[config.mk]
export PLATFORM = sky130hd
export DESIGN_NAME = fws_ctrl
export DESIGN_NICKNAME = d
export VERILOG_FILES = /design/src/design/fws_pkg.sv /design/src/design/fws_pin_cycle.sv /design/src/design/fws_ctrl.sv
export SDC_FILE = /design/constraint.sdc
export NUM_CORES = 1
export LEC_CHECK = 0
export ABC_CLOCK_PERIOD_IN_PS = 5580
export BUFFER_PORTS_ARGS = -buffer_cell sky130_fd_sc_hd__buf_2
export CORE_ASPECT_RATIO = 1.4
export CORE_MARGIN = 8
export CORE_UTILIZATION = 45
export DETAILED_ROUTE_END_ITERATION = 8
export PLACE_DENSITY = 0.73
export REMOVE_ABC_BUFFERS = 1
export SLEW_MARGIN = 10
export SYNTH_ARGS = -nofsm -noshare
export SYNTH_HDL_FRONTEND = slang
export SYNTH_HIERARCHICAL = 1
export SYNTH_SLANG_ARGS = --single-unit
[constraint.sdc]
create_clock -name ref_clk -period 5.58 [get_ports ref_clk]
set_clock_uncertainty 0.15 [all_clocks]
set_input_delay 0.279 -clock ref_clk [delete_from_list [all_inputs] [get_ports ref_clk]]
set_output_delay 0.279 -clock ref_clk [all_outputs]
set_load 0.01 [all_outputs]
[src/design/fws_pkg.sv]
package fws_pkg;
   ////////////////////////////////////////////////////////////////////////////////
   // timing
   localparam int CLK_MHZ      = 100;
   localparam int T_ACC_NS     = 90;
   localparam int T_WP_NS      = 50;
   localparam int T_WC_NS      = 90;
   localparam int T_OEH_NS     = 10;
   localparam int T_SLEEP_NS   = 30;
   localparam int T_WINDOW_US  = 50;
   localparam int SYNC_CYC     = 2;
   localparam int ACC_CYC      = (T_ACC_NS * CLK_MHZ + 999) / 1000;
   localparam int WP_CYC       = (T_WP_NS * CLK_MHZ + 999) / 1000;
   localparam int WC_CYC       = (T_WC_NS * CLK_MHZ + 999) / 1000;
   localparam int OEH_CYC      = (T_OEH_NS * CLK_MHZ + 999) / 1000;
   localparam int SLEEP_CYC    = ((T_ACC_NS + T_SLEEP_NS) * CLK_MHZ + 999) / 1000;
   localparam int WINDOW_CYC   = T_WINDOW_US * CLK_MHZ;
   ////////////////////////////////////////////////////////////////////////////////
   // flash bus
   localparam int AW           = 18;
   localparam int DW           = 8;
   localparam logic [7:0] CMD_RESET        = 8'hf0;
   localparam logic [7:0] CMD_SECTOR_ERASE = 8'h30;
   localparam int BIT_POLL     = 7;
   localparam int BIT_TOGGLE   = 6;
   localparam int BIT_FAIL     = 5;
   localparam int BIT_WINDOW   = 3;
   localparam int BIT_SECTOR   = 2;
   ////////////////////////////////////////////////////////////////////////////////
   // software registers
   localparam logic [2:0] REG_CTRL     = 3'h0;
   localparam logic [2:0] REG_ADDR     = 3'h1;
   localparam logic [2:0] REG_WDATA    = 3'h2;
   localparam logic [2:0] REG_RESULT   = 3'h3;
   localparam logic [2:0] REG_STATUS   = 3'h4;
   localparam logic [2:0] REG_IRQ_STAT = 3'h5;
   localparam logic [2:0] REG_IRQ_MASK = 3'h6;
   localparam logic [2:0] OP_READ      = 3'h1;
   localparam logic [2:0] OP_WRITE     = 3'h2;
   localparam logic [2:0] OP_POLL      = 3'h3;
   localparam logic [2:0] OP_ERASE_ADD = 3'h4;
   localparam int CTRL_SKIP_BIT = 3;
   localparam int RES_FAIL_BIT  = 8;
   localparam int RES_REJ_BIT   = 9;
   localparam int ST_BUSY       = 0;
   localparam int ST_READY      = 1;
   localparam int ST_WINDOW     = 2;
   localparam int ST_SLEEP      = 3;
   localparam int IRQ_W         = 4;
   localparam int IRQ_DONE      = 0;
   localparam int IRQ_FAIL      = 1;
   localparam int IRQ_REJ       = 2;
   localparam int IRQ_RDY       = 3;
   localparam logic [3:0] IRQ_MASK_RST = 4'h0;
   ////////////////////////////////////////////////////////////////////////////////
   // carriers
   typedef struct packed {
      logic          write;
      logic [AW-1:0] addr;
      logic [DW-1:0] data;
   } fws_req_t;
   typedef struct packed {
      logic [AW-1:0] addr;
      logic [DW-1:0] dq_o;
      logic          dq_oe;
      logic          ce_n;
      logic          oe_n;
      logic          we_n;
   } fws_pins_t;
endpackage

[src/design/fws_pin_cycle.sv]
`timescale 1ns/10ps
module fws_pin_cycle #(
   parameter int RD_CYC  = fws_pkg::ACC_CYC + fws_pkg::SYNC_CYC,
   parameter int WP_CYC  = fws_pkg::WP_CYC,
   parameter int WR_REC  = fws_pkg::WC_CYC - fws_pkg::WP_CYC,
   parameter int RD_REC  = fws_pkg::OEH_CYC
) (
   // clock and reset
   input  wire logic                 ref_clk,
   input  wire logic                 reset,
   // request
   input  wire logic                 start,
   input  wire fws_pkg::fws_req_t    req,
   output logic                      done,
   output logic [fws_pkg::DW-1:0]    rdata,
   // flash pins
   output fws_pkg::fws_pins_t        pins,
   input  wire logic [fws_pkg::DW-1:0] dq_i
);
   typedef enum logic [3:0] {
      P_IDLE = 4'b0001,
      P_RD   = 4'b0010,
      P_WR   = 4'b0100,
      P_REC  = 4'b1000
   } fws_pst_t;

   if (RD_CYC < 1 || RD_CYC > 255 || WP_CYC < 1 || WP_CYC > 255 ||
       WR_REC < 1 || WR_REC > 255 || RD_REC < 1 || RD_REC > 255) begin : g_chk
      $error("fws_pin_cycle: cycle counts out of range");
   end

   fws_pst_t                st_r;
   logic [7:0]              cnt_r;
   logic [7:0]              rec_r;
   logic [fws_pkg::DW-1:0]  dq_s1_r;
   logic [fws_pkg::DW-1:0]  dq_s2_r;

   ////////////////////////////////////////////////////////////////////////////////
   // data pin synchroniser
   always_ff @(posedge ref_clk) begin
      dq_s1_r <= dq_i;
      dq_s2_r <= dq_s1_r;
   end

   ////////////////////////////////////////////////////////////////////////////////
   // one read or write cycle on the pins
   always_ff @(posedge ref_clk) begin
      if (reset) begin
         st_r       <= P_IDLE;
         cnt_r      <= 8'h00;
         rec_r      <= 8'h00;
         done       <= 1'b0;
         rdata      <= '0;
         pins.addr  <= '0;
         pins.dq_o  <= '0;
         pins.dq_oe <= 1'b0;
         pins.ce_n  <= 1'b1;
         pins.oe_n  <= 1'b1;
         pins.we_n  <= 1'b1;
      end else begin
         done <= 1'b0;
         case (st_r)
            P_IDLE: begin
               if (start) begin
                  pins.addr <= req.addr;
                  pins.ce_n <= 1'b0;
                  cnt_r     <= 8'h00;
                  if (req.write) begin
                     pins.dq_o  <= req.data;
                     pins.dq_oe <= 1'b1;
                     pins.we_n  <= 1'b0;
                     rec_r      <= 8'(WR_REC - 1);
                     st_r       <= P_WR;
                  end else begin
                     pins.oe_n <= 1'b0;
                     rec_r     <= 8'(RD_REC - 1);
                     st_r      <= P_RD;
                  end
               end
            end
            P_RD: begin
               cnt_r <= cnt_r + 8'h01;
               if (cnt_r == 8'(RD_CYC - 1)) begin
                  rdata     <= dq_s2_r;
                  pins.ce_n <= 1'b1;
                  pins.oe_n <= 1'b1;
                  cnt_r     <= 8'h00;
                  st_r      <= P_REC;
               end
            end
            P_WR: begin
               cnt_r <= cnt_r + 8'h01;
               if (cnt_r == 8'(WP_CYC - 1)) begin
                  pins.we_n <= 1'b1;
                  pins.ce_n <= 1'b1;
                  cnt_r     <= 8'h00;
                  st_r      <= P_REC;
               end
            end
            P_REC: begin
               pins.dq_oe <= 1'b0;
               cnt_r      <= cnt_r + 8'h01;
               if (cnt_r == rec_r) begin
                  done <= 1'b1;
                  st_r <= P_IDLE;
               end
            end
            default: st_r <= P_IDLE;
         endcase
      end
   end
endmodule

[src/design/fws_ctrl.sv]
`timescale 1ns/10ps
module fws_ctrl #(
   parameter int         WINDOW_CYC = fws_pkg::WINDOW_CYC,
   parameter int         SLEEP_CYC  = fws_pkg::SLEEP_CYC,
   parameter logic [7:0] RESET_CMD  = fws_pkg::CMD_RESET,
   parameter logic [7:0] ERASE_CMD  = fws_pkg::CMD_SECTOR_ERASE
) (
   // clock and reset
   input  wire logic                   ref_clk,
   input  wire logic                   reset,
   // register port
   input  wire logic [2:0]             reg_addr,
   input  wire logic [31:0]            reg_wdata,
   input  wire logic                   reg_wr,
   input  wire logic                   reg_rd,
   output logic [31:0]                 reg_rdata,
   // interrupt
   output logic                        irq,
   // flash pins
   output fws_pkg::fws_pins_t          flash_pins,
   input  wire logic [fws_pkg::DW-1:0] flash_dq_i,
   input  wire logic                   ready_busy_n
);
   typedef enum logic [9:0] {
      S_IDLE  = 10'b00_0000_0001,
      S_RD_A  = 10'b00_0000_0010,
      S_RD_B  = 10'b00_0000_0100,
      S_RD_C  = 10'b00_0000_1000,
      S_RD_D  = 10'b00_0001_0000,
      S_RST   = 10'b00_0010_0000,
      S_WR    = 10'b00_0100_0000,
      S_WIN_A = 10'b00_1000_0000,
      S_ERS   = 10'b01_0000_0000,
      S_WIN_B = 10'b10_0000_0000
   } fws_st_t;

   if (WINDOW_CYC < 1 || WINDOW_CYC > 65535 || SLEEP_CYC < 1 || SLEEP_CYC > 255) begin : g_chk
      $error("fws_ctrl: timer counts out of range");
   end

   localparam int TG = fws_pkg::BIT_TOGGLE;

   fws_st_t                 st_r;
   logic                    issued_r;
   logic                    start_r;
   logic                    check_r;
   logic [2:0]              op_r;
   logic                    skip_r;
   logic [fws_pkg::AW-1:0]  addr_r;
   logic [fws_pkg::DW-1:0]  wdata_r;
   logic [fws_pkg::DW-1:0]  result_r;
   logic [fws_pkg::DW-1:0]  first_r;
   logic                    fail_r;
   logic                    rej_r;
   logic                    ev_done_r;
   logic                    ev_fail_r;
   logic                    ev_rej_r;
   logic [15:0]             win_r;
   logic [7:0]              sleep_r;
   logic                    rb_s1_r;
   logic                    rb_s2_r;
   logic                    rb_s3_r;
   logic [3:0]              irq_stat_r;
   logic [3:0]              irq_mask_r;
   logic [3:0]              irq_set;
   logic                    go;
   logic                    win_open;
   logic                    cyc_done;
   logic [fws_pkg::DW-1:0]  rd;
   fws_pkg::fws_req_t       req;

   ////////////////////////////////////////////////////////////////////////////////
   // pin cycle engine
   fws_pin_cycle u_cyc (
      .ref_clk (ref_clk),
      .reset   (reset),
      .start   (start_r),
      .req     (req),
      .done    (cyc_done),
      .rdata   (rd),
      .pins    (flash_pins),
      .dq_i    (flash_dq_i)
   );

   always_comb begin
      req.write = (st_r == S_WR) || (st_r == S_ERS) || (st_r == S_RST);
      req.addr  = addr_r;
      if (st_r == S_RST) begin
         req.data = RESET_CMD;
      end else if (st_r == S_ERS) begin
         req.data = ERASE_CMD;
      end else begin
         req.data = wdata_r;
      end
   end

   assign go       = reg_wr && (reg_addr == fws_pkg::REG_CTRL) && (st_r == S_IDLE) &&
                     (reg_wdata[2:0] != 3'h0);
   assign win_open = (win_r != 16'h0000);

   ////////////////////////////////////////////////////////////////////////////////
   // software registers
   always_ff @(posedge ref_clk) begin
      if (reset) begin
         op_r    <= 3'h0;
         skip_r  <= 1'b0;
         addr_r  <= '0;
         wdata_r <= '0;
      end else if (reg_wr) begin
         case (reg_addr)
            fws_pkg::REG_CTRL: begin
               skip_r <= reg_wdata[fws_pkg::CTRL_SKIP_BIT];
               if (go) begin
                  op_r <= reg_wdata[2:0];
               end
            end
            fws_pkg::REG_ADDR:  addr_r  <= reg_wdata[fws_pkg::AW-1:0];
            fws_pkg::REG_WDATA: wdata_r <= reg_wdata[fws_pkg::DW-1:0];
            default: ;
         endcase
      end
   end

   always_ff @(posedge ref_clk) begin
      if (reset) begin
         reg_rdata <= 32'h0000_0000;
      end else begin
         reg_rdata <= 32'h0000_0000;
         if (reg_rd) begin
            case (reg_addr)
               fws_pkg::REG_CTRL:     reg_rdata <= {28'h0, skip_r, op_r};
               fws_pkg::REG_ADDR:     reg_rdata <= {14'h0, addr_r};
               fws_pkg::REG_WDATA:    reg_rdata <= {24'h0, wdata_r};
               fws_pkg::REG_RESULT:   reg_rdata <= {22'h0, rej_r, fail_r, result_r};
               fws_pkg::REG_STATUS:   reg_rdata <= {28'h0, (sleep_r == 8'(SLEEP_CYC)),
                                                    win_open, rb_s2_r, (st_r != S_IDLE)};
               fws_pkg::REG_IRQ_STAT: reg_rdata <= {28'h0, irq_stat_r};
               fws_pkg::REG_IRQ_MASK: reg_rdata <= {28'h0, irq_mask_r};
               default:               reg_rdata <= 32'h0000_0000;
            endcase
         end
      end
   end

   ////////////////////////////////////////////////////////////////////////////////
   // operation sequencer
   always_ff @(posedge ref_clk) begin
      if (reset) begin
         st_r      <= S_IDLE;
         issued_r  <= 1'b0;
         start_r   <= 1'b0;
         check_r   <= 1'b0;
         result_r  <= '0;
         first_r   <= '0;
         fail_r    <= 1'b0;
         rej_r     <= 1'b0;
         ev_done_r <= 1'b0;
         ev_fail_r <= 1'b0;
         ev_rej_r  <= 1'b0;
      end else begin
         start_r   <= 1'b0;
         ev_done_r <= 1'b0;
         ev_fail_r <= 1'b0;
         ev_rej_r  <= 1'b0;
         if (st_r == S_IDLE) begin
            issued_r <= 1'b0;
            if (go) begin
               fail_r <= 1'b0;
               rej_r  <= 1'b0;
               case (reg_wdata[2:0])
                  fws_pkg::OP_READ:  st_r <= S_RD_A;
                  fws_pkg::OP_WRITE: st_r <= S_WR;
                  fws_pkg::OP_POLL:  st_r <= S_RD_A;
                  fws_pkg::OP_ERASE_ADD: begin
                     check_r <= !(reg_wdata[fws_pkg::CTRL_SKIP_BIT] && win_open);
                     if (reg_wdata[fws_pkg::CTRL_SKIP_BIT] && win_open) begin
                        st_r <= S_ERS;
                     end else begin
                        st_r <= S_WIN_A;
                     end
                  end
                  default: st_r <= S_IDLE;
               endcase
            end
         end else if (!issued_r) begin
            start_r  <= 1'b1;
            issued_r <= 1'b1;
         end else if (cyc_done) begin
            issued_r <= 1'b0;
            case (st_r)
               S_RD_A: begin
                  result_r <= rd;
                  first_r  <= rd;
                  if (op_r == fws_pkg::OP_READ) begin
                     ev_done_r <= 1'b1;
                     st_r      <= S_IDLE;
                  end else begin
                     st_r <= S_RD_B;
                  end
               end
               S_RD_B: begin
                  result_r <= rd;
                  if (rd[TG] == first_r[TG]) begin
                     ev_done_r <= 1'b1;
                     st_r      <= S_IDLE;
                  end else if (rd[fws_pkg::BIT_FAIL]) begin
                     st_r <= S_RD_C;
                  end else begin
                     st_r <= S_RD_A;
                  end
               end
               S_RD_C: begin
                  first_r <= rd;
                  st_r    <= S_RD_D;
               end
               S_RD_D: begin
                  result_r <= rd;
                  if (rd[TG] == first_r[TG]) begin
                     ev_done_r <= 1'b1;
                     st_r      <= S_IDLE;
                  end else begin
                     fail_r <= 1'b1;
                     st_r   <= S_RST;
                  end
               end
               S_RST: begin
                  ev_fail_r <= 1'b1;
                  ev_done_r <= 1'b1;
                  st_r      <= S_IDLE;
               end
               S_WR: begin
                  ev_done_r <= 1'b1;
                  st_r      <= S_IDLE;
               end
               S_WIN_A: begin
                  result_r <= rd;
                  if (rd[fws_pkg::BIT_WINDOW]) begin
                     rej_r     <= 1'b1;
                     ev_rej_r  <= 1'b1;
                     ev_done_r <= 1'b1;
                     st_r      <= S_IDLE;
                  end else begin
                     st_r <= S_ERS;
                  end
               end
               S_ERS: begin
                  if (check_r) begin
                     st_r <= S_WIN_B;
                  end else begin
                     ev_done_r <= 1'b1;
                     st_r      <= S_IDLE;
                  end
               end
               S_WIN_B: begin
                  result_r <= rd;
                  if (rd[fws_pkg::BIT_WINDOW]) begin
                     rej_r    <= 1'b1;
                     ev_rej_r <= 1'b1;
                  end
                  ev_done_r <= 1'b1;
                  st_r      <= S_IDLE;
               end
               default: st_r <= S_IDLE;
            endcase
         end
      end
   end

   ////////////////////////////////////////////////////////////////////////////////
   // erase window timer, restarted by each added sector erase
   always_ff @(posedge ref_clk) begin
      if (reset) begin
         win_r <= 16'h0000;
      end else if ((st_r == S_ERS) && cyc_done) begin
         win_r <= 16'(WINDOW_CYC);
      end else if (win_open) begin
         win_r <= win_r - 16'h0001;
      end
   end

   ////////////////////////////////////////////////////////////////////////////////
   // address held stable while idle lets the flash sleep
   always_ff @(posedge ref_clk) begin
      if (reset || start_r) begin
         sleep_r <= 8'h00;
      end else if (sleep_r != 8'(SLEEP_CYC)) begin
         sleep_r <= sleep_r + 8'h01;
      end
   end

   ////////////////////////////////////////////////////////////////////////////////
   // ready/busy synchroniser
   always_ff @(posedge ref_clk) begin
      if (reset) begin
         rb_s1_r <= 1'b1;
         rb_s2_r <= 1'b1;
         rb_s3_r <= 1'b1;
      end else begin
         rb_s1_r <= ready_busy_n;
         rb_s2_r <= rb_s1_r;
         rb_s3_r <= rb_s2_r;
      end
   end

   ////////////////////////////////////////////////////////////////////////////////
   // interrupts
   always_comb begin
      irq_set                    = 4'h0;
      irq_set[fws_pkg::IRQ_DONE] = ev_done_r;
      irq_set[fws_pkg::IRQ_FAIL] = ev_fail_r;
      irq_set[fws_pkg::IRQ_REJ]  = ev_rej_r;
      irq_set[fws_pkg::IRQ_RDY]  = rb_s2_r && !rb_s3_r;
   end

   always_ff @(posedge ref_clk) begin
      if (reset) begin
         irq_stat_r <= 4'h0;
         irq_mask_r <= fws_pkg::IRQ_MASK_RST;
         irq        <= 1'b0;
      end else begin
         if (reg_wr && (reg_addr == fws_pkg::REG_IRQ_STAT)) begin
            irq_stat_r <= (irq_stat_r & ~reg_wdata[3:0]) | irq_set;
         end else begin
            irq_stat_r <= irq_stat_r | irq_set;
         end
         if (reg_wr && (reg_addr == fws_pkg::REG_IRQ_MASK)) begin
            irq_mask_r <= reg_wdata[3:0];
         end
         irq <= |(irq_stat_r & irq_mask_r);
      end
   end
endmodule

==> results of run 1 <==
[layout by cell type (no fill, tap or decap), types with 8 or more instances in the layout]
| cell type | synthesis | layout |
|---|---|---|
| dfxtp_1 | 179 | 179 |
| nand2b_1 | 8 | 8 |
| nor4_1 | 11 | 10 |
| o21ai_0 | 9 | 9 |
| buf_2 | 6 | 81 |
| clkbuf_16 | 0 | 17 |
| conb_1 | 1 | 14 |
| nand4_1 | 10 | 10 |
| nand2_1 | 148 | 148 |
| nor3_1 | 15 | 15 |
| o211ai_1 | 8 | 8 |
| nor2_1 | 78 | 78 |
| inv_1 | 14 | 14 |
| nor3b_1 | 8 | 8 |
| nor2b_1 | 8 | 8 |
| dlygate4sd3_1 | 0 | 23 |
| nand3_1 | 16 | 16 |
| and2_1 | 16 | 16 |
| or3_1 | 9 | 9 |
| xor2_1 | 16 | 16 |
| mux2i_1 | 28 | 28 |
| a311oi_1 | 9 | 9 |
| a21oi_1 | 88 | 88 |
[what timing repair did]
item                      4_1_cts  5_1_grt
resized for setup               0        0
hold endpoints to repair       27        0
hold buffers                   23        0
[power groups by stage]
| stage | Sequential, mW | Clock [mW] | Combinational (mW) |
|---|---|---|---|
| floorplan | 1.43 | 0 | 0.347 |
| global route | 1.43 | 1.28 | 0.544 |
| detailed placement | 1.45 | 0 | 0.466 |
| global placement | 1.44 | 0 | 0.454 |
| CTS | 1.42 | 1.23 | 0.482 |
| finish | 1.42 | 1.20 | 0.483 |
[metal layers]
metal | vias up | wire (um) | global-route usage (%)
li1 | 3124 | - | -
met1 | 2901 | 7490 | 19.0
met2 | 201 | 9540 | 31.0
met3 | 44 | 958 | 4.47
met4 | 2 | 635 | 9.24
met5 | - | 8 | 0
[logic make-up after synthesis]
group	count (synthesis)	share of synthesized area, %
xor gates and xnor gates	22	2.54
buffers and inverters	79	5.37
AOI/OAI and AO/OA	172	15.4
muxes	36	5.03
and+or+nand+nor	363	23.3
DFF	179	47.2
other	1	0.0494
adders and majority gates	7	1.15
[sequential cells by signal, summed over array words and instances, names as in the netlist, 3 cells and up]
register,cells
u_cyc/pins,30
addr_r,18
reg_rdata,18
win_r,16
st_r,10
result_r,8
sleep_r,8
u_cyc/cnt_r,8
u_cyc/dq_s1_r,8
u_cyc/dq_s2_r,8
u_cyc/rdata,8
wdata_r,8
irq_mask_r,4
irq_stat_r,4
u_cyc/st_r,4
op_r,3
[worst max-delay path by stage]
stage	depth (start not counted)	slack [ps]	end	start
after floorplan	4	2700	u_cyc/st_r[3]	u_cyc/cnt_r[4]
after global placement	5	2470	u_cyc/pins[0]	st_r[9]
after detailed placement	5	2440	u_cyc/pins[0]	st_r[9]
after CTS	5	2380	u_cyc/pins[0]	st_r[9]
after global routing	5	2190	u_cyc/pins[0]	st_r[9]
final	5	2380	u_cyc/pins[0]	st_r[1]
[cell type report]
class / instances / area share, %
Multi-Input combinational cell: 614 / 41.4
Sequential cell: 179 / 40.6
Timing Repair Buffer: 108 / 7.54
Clock buffer: 18 / 4.97
Inverter: 14 / 0.595
Clock inverter: 14 / 2.04
Tap cell: 203 / 2.88
[through the flow]
stage	util [%]	instance area, sq um	setup slack, ps
finish	52.9	8830	2380
detailed placement	47.8	7980	2440
floorplan	-	7280	2700
global placement	47.8	7980	2470
global route	52.9	8830	2190
CTS	52.9	8830	2380
[worst max-delay path: stages, from the launching register on]
cell and delay (ps):
dfxtp_1 390, nor4_1 870, nand4b_1 430, nand2_1 350
nand3_1 420, a221o_1 480
==> results.txt, run 1 <==
----------------------------------------------------
[Clock network]
  CTS tree ... built
  Post CTS Setup Buffer Count ... 0
  Clock slew seen by the registers of the worst setup and hold paths ... 70 ps
  TritonCTS sink count ... 179
  Number of clock buffers inserted by TritonCTS ... 17
  Clock buffer depth ... 2
  Clock Latency Late Sink ... 430 ps
  Count of H-tree levels built during CTS ... 4
  Clock root buffer ... clkbuf_16

[Logic synthesis]
  Top post-synthesis cells by area ... dfxtp_1 47%, nand2_1 7.3%, a21oi_1 5.8%, nor2_1 3.9%, mux2i_1 3.7%
  Number of instances in the synthesized netlist ... 859
  Sequential element share of the synthesized area ... 47.2%
  Syn. warnings ... 6
  Most common cell in the netlist ... dfxtp_1
  Fraction of synthesized cell area taken by the top area cell type ... 47.2%
  List of most frequent post-synthesis cells ... 179 x dfxtp_1, 148 x nand2_1, 88 x a21oi_1
  Synthesized flop and latch total ... 179
  Netlist area before placement ... 0.00759 sq mm
  Post-synth EDFFs ... 0
  Cell type with the highest aggregate area in the netlist ... dfxtp_1
  Post-synthesis async set-or-reset flop share ... 0%
  Main flop type after synthesis ... dfxtp_1
  Netlist cell types ... 69
  Mean post-synth cell area ... 8.84 sq um

[Floorplan]
  Area of the die ... 0.0213 sq mm
  Area of the core region ... 0.0167 sq mm
  Std cell rows ... 56
  Initial standard-cell utilization of the core ... 45.5%
  Die Height ... 170 um
  Width of the die ... 126 um
  I/O pin cnt ... 111

[Worst setup path]
  Critical path peak fanout ... 10
  Required time reported for the critical path endpoint ... 5750 ps
  Worst r2r dst ... u_cyc/pins[0]
  FF-to-FF path depth ... 5
  Critical Setup Path Class ... reg2reg
  Reg2Reg Launch Point ... st_r[1]
  Endpoint type of the worst setup path ... flip-flop
  Reg2Reg Setup Slack ... 2380 ps
  Crit start category ... flip-flop
  Arrival time at the worst endpoint ... 3370 ps

[Finish]
  Area growth from synthesis to layout ... 16.3%
  Multi-input gate area ... 0.00365 sq mm
  Fraction of layout instances using a drive strength above 1 ... 16.1%
  Count of fill cells added during filler insertion ... 1544
  Post-layout net count ... 989
  Non-Filler Instances ... 1150
  Antenna cell count ... 0
  Area taken by flip-flops and latches ... 0.00358 sq mm

[Power and ir drop]
  Share of total power in the clock network ... 38.7%
  Static leakage power ... 3.43 nW
  Combinational fraction of design power ... 15.6%
  Power per cell area ... 351 mW/mm^2
  VDD IR max ... 0.000257 V
  Cell Int Power ... 2.17 mW
  Power after layout ... 3.10 mW
  Switching power share of the total ... 30.2%
  Proportion of power drawn by flip-flops and latches ... 45.7%
  Net switching power ... 0.937 mW

[Detailed routing]
  Final routed wirelength across all metal layers ... 18600 um
  Via density ... 5.45
  1st-iter DRT viols ... 517
  Pre-Repair DR Iteration Count ... 5
  DR WL/cell ... 16.2 um
  Number of vias in the routed layout ... 6272
  Remaining antenna violation count after routing ... 0
  DRC viols ... 0

[STA]
  Pin slew with the least headroom to its limit ... 1040 ps
  Final worst path period share ... 57.4%
  TNS Setup ... 0 ps
  Hold Worst Slack ... 32.0 ps
  Time the final worst path needs with I/O delays and setup ... 3200 ps
  Max frequency ... 312 MHz
  Unrepaired setup endpoints after global routing ... no
  Final setup violation count ... 0
  Rel. slew slack ... 30.2%
  Hold violation count in the final report ... 0
  Max-slew violation count ... 0

[Outcome]
  Outcome ... finished clean

[Run]
  Max-capacitance violation count ... 0

[Hold path]
  Worst-case hold path end point ... addr_r[1]
  Number of stages on the worst hold path ... 3
  Class of the most critical hold timing path ... in2reg
  Hold path startpoint ... reg_wdata[1]

[Place]
  HPWL after detailed placement ... 12900 um
  Port Buffers ... 82
  Total placed cells including tap cells ... 1095
  Placer Congestion ... 0.906

[Global routing]
  Pin count of the biggest net entering global routing ... 78
  Overflow left after global routing ... 0
  Number of global-route vias before repair ... 6048
  Wire length of the first global-routing pass ... 30500 um
  GR Util All Layers ... 17.5%
  Antenna violations before repair ... 1

----------------------------------------------------
Note: power is estimated with default switching activity, not from simulation.
==> run 2: changes to the inputs <==
ABC_CLOCK_PERIOD_IN_PS = 2600   (was 5580)
PLACE_DENSITY = 0.76   (was 0.73)
clock period = 2.6 ns   (was 5.58 ns; I/O delays follow)
==> results.txt, run 2 (synthesis gave the netlist of run 1 again) <==
----------------------------------------------------
[Outcome]
  Outcome ... finished clean (unchanged)

[Detailed routing]
  Remaining antenna violation count after routing ... 0 (unchanged)
  Uppermost routed layer ... met4 (was met5)
  M1 wire length ... 7790 um (was 7490 um)
  DR WL/cell ... 16.3 um (was 16.2 um)
  Met3 Routed Length ... 907 um (was 958 um)
  Via density ... 5.51 (was 5.45)
  1st-iter DRT viols ... 475 (was 517)
  DRC viols ... 0 (unchanged)
  Number of vias in the routed layout ... 6535 (was 6272)
  Final routed wirelength across all metal layers ... 19300 um (was 18600 um)
  Met2 wirelength from detailed routing ... 9940 um (was 9540 um)
  Pre-Repair DR Iteration Count ... 5 (unchanged)

[Finish]
  Register ranked first by flip-flop count ... u_cyc/pins (unchanged)
  Flip-flop count of the largest register after layout ... 30 (unchanged)
  Fraction of layout instances using a drive strength above 1 ... 18.4% (was 16.1%)
  Most common cell after layout, fill and taps aside ... dfxtp_1 (unchanged)
  Largest registers ... u_cyc/pins (30), addr_r (18), reg_rdata (18) (unchanged)
  Post-layout net count ... 1024 (was 989)
  Antenna cell count ... 0 (unchanged)
  End-of-flow core utilization ... 54.6% (was 52.9%)
  Area growth from synthesis to layout ... 20.0% (was 16.3%)
  Most used cells in the layout excluding fill and tap cells ... 179 x dfxtp_1, 148 x nand2_1, 88 x a21oi_1 (unchanged)
  Count of fill cells added during filler insertion ... 1483 (was 1544)

[Power and ir drop]
  VDD IR max ... 0.000454 V (was 0.000257 V)
  Power per cell area ... 749 mW/mm^2 (was 351 mW/mm^2)
  Static leakage power ... 3.60 nW (was 3.43 nW)

[Place]
  Placer Congestion ... 0.927 (was 0.906)
  HPWL after detailed placement ... 13800 um (was 12900 um)
  Port Buffers ... 82 (unchanged)
  Setup slack after placement ... 147 ps (was 2440 ps)

[Worst setup path]
  Required time reported for the critical path endpoint ... 2780 ps (was 5750 ps)
  Crit start category ... flip-flop (unchanged)
  Endpoint type of the worst setup path ... flip-flop (unchanged)
  CP bufs+invs ... 0 (unchanged)
  Maximum cell stage delay along the critical path ... 610 ps (was 870 ps)
  Largest delay share family, worst path ... simple AND/OR/NAND/NOR gates (unchanged)
  Critical path peak fanout ... 9 (was 10)
  Cell with the largest stage delay on the worst path ... or4_4 (was nor4_1)
  Arrival time at the worst endpoint ... 2660 ps (was 3370 ps)
  Critical Setup Path Class ... reg2reg (unchanged)
  Ordered cell list for the critical path ... or4_4 > or3_1 > mux4_2 > o211a_1 (was nor4_1 > nand4b_1 > nand2_1 > nand3_1 > a221o_1)

[STA]
  Final setup violation count ... 0 (unchanged)
  Time the final worst path needs with I/O delays and setup ... 2490 ps (was 3200 ps)
  Max-slew violation count ... 0 (unchanged)
  Hold violation count in the final report ... 0 (unchanged)
  Rel. slew slack ... 53.9% (was 30.2%)
  TNS Setup ... 0 ps (unchanged)
  Final worst path period share ... 95.7% (was 57.4%)
  Max frequency ... 402 MHz (was 312 MHz)
  Pin slew with the least headroom to its limit ... 674 ps (was 1040 ps)
  Fin worst setup slack ... 113 ps (was 2380 ps)
  Unrepaired setup endpoints after global routing ... no (unchanged)

[Global routing]
  Antenna violations before repair ... 0 (was 1)
  Wire length of the first global-routing pass ... 31900 um (was 30500 um)
  Pin count of the biggest net entering global routing ... 49 (was 78)
  Overflow left after global routing ... 0 (unchanged)
  Number of global-route vias before repair ... 6529 (was 6048)
  GR Util All Layers ... 18.5% (was 17.5%)

[Floorplan]
  Die Height ... 170 um (unchanged)
  Area of the die ... 0.0213 sq mm (unchanged)
  Area of the core region ... 0.0167 sq mm (unchanged)
  Initial standard-cell utilization of the core ... 45.5% (unchanged)
  Width of the die ... 126 um (unchanged)
  I/O pin cnt ... 111 (unchanged)
  Std cell rows ... 56 (unchanged)

[Run]
  Max-capacitance violation count ... 0 (unchanged)

[Clock network]
  TritonCTS sink count ... 179 (unchanged)
  Post CTS Setup Buffer Count ... 0 (unchanged)
  Clock Latency Late Sink ... 440 ps (was 430 ps)
  Count of H-tree levels built during CTS ... 4 (unchanged)
  CTS tree ... built (unchanged)
  Clock root buffer ... clkbuf_16 (unchanged)
  Clock buffer depth ... 2 (unchanged)
  Clock slew seen by the registers of the worst setup and hold paths ... 70 ps (about the same)
  Number of clock buffers inserted by TritonCTS ... 17 (unchanged)

[Hold path]
  Class of the most critical hold timing path ... in2reg (unchanged)

----------------------------------------------------
[run 2: cell count changes in the layout (fill, tap and decap cells not counted), sizes merged]
cell         previous run  this run
buf                    85       114
dlygate4sd3            23        29
clkinv                  9         4
inv                    19        22
bufinv                  0         1
clkinvlp                0         1
[run 2: layout make-up]
cell class,instances,area (sq um),area share (%)
clock buffers,18,439,4.82
clock inverters,14,185,2.03
inverters,14,52.6,0.577
multi-input cells,614,3650,40.1
flip-flops and latches,179,3580,39.3
well taps,203,254,2.79
repair buffers,143,943,10.4
[run 2: path summary, 6_finish.rpt]
kind,start,end,slack [ps],cells after the start
max,st_r[4],reg_rdata[0],110,4
min,reg_addr[2],reg_rdata[1],80,3
max reg2reg,st_r[4],reg_rdata[0],110,4
min reg2reg,u_cyc/dq_s1_r[4],u_cyc/dq_s2_r[4],180,0
[run 2: layer usage]
metal / up-vias / global-route usage [%]
li1: 3196 / -
met1: 3115 / 20.0
met2: 175 / 33.0
met3: 49 / 4.25
met4: 0 / 9.82
met5: - / 0
[run 2: per-stage QoR]
stage | std cells | cell area [sq um] | power (mW) | hold WS, ps
floorplan | 807 | 7280 | 3.82 | 7.72
global placement | 1124 | 8200 | 4.16 | 83.8
detailed placement | 1124 | 8200 | 4.19 | 83.6
CTS | 1185 | 9110 | 6.87 | 49.9
global route | 1185 | 9110 | 7.16 | 99.0
finish | 1185 | 9110 | 6.82 | 82.6
[run 2: report_power, final]
group	total, mW	leakage (nW)	internal (mW)	switching [mW]
clock	2.66	0.302	1.42	1.24
sequential	3.04	1.45	2.90	0.141
combinational	1.13	1.84	0.494	0.633
total	6.82	3.60	4.81	2.01
[run 2: worst reg2reg max path, stage by stage (launching register included)]
cell,delay [ps]
dfxtp_1,390
or4_4,610
or3_1,520
mux4_2,500
o211a_1,210
[run 2: repair_timing]
| action | in CTS | in global routing |
|---|---|---|
| hold endpoints to repair | 56 | 0 |
| resized for setup | 0 | 0 |
| hold buffers | 29 | 0 |
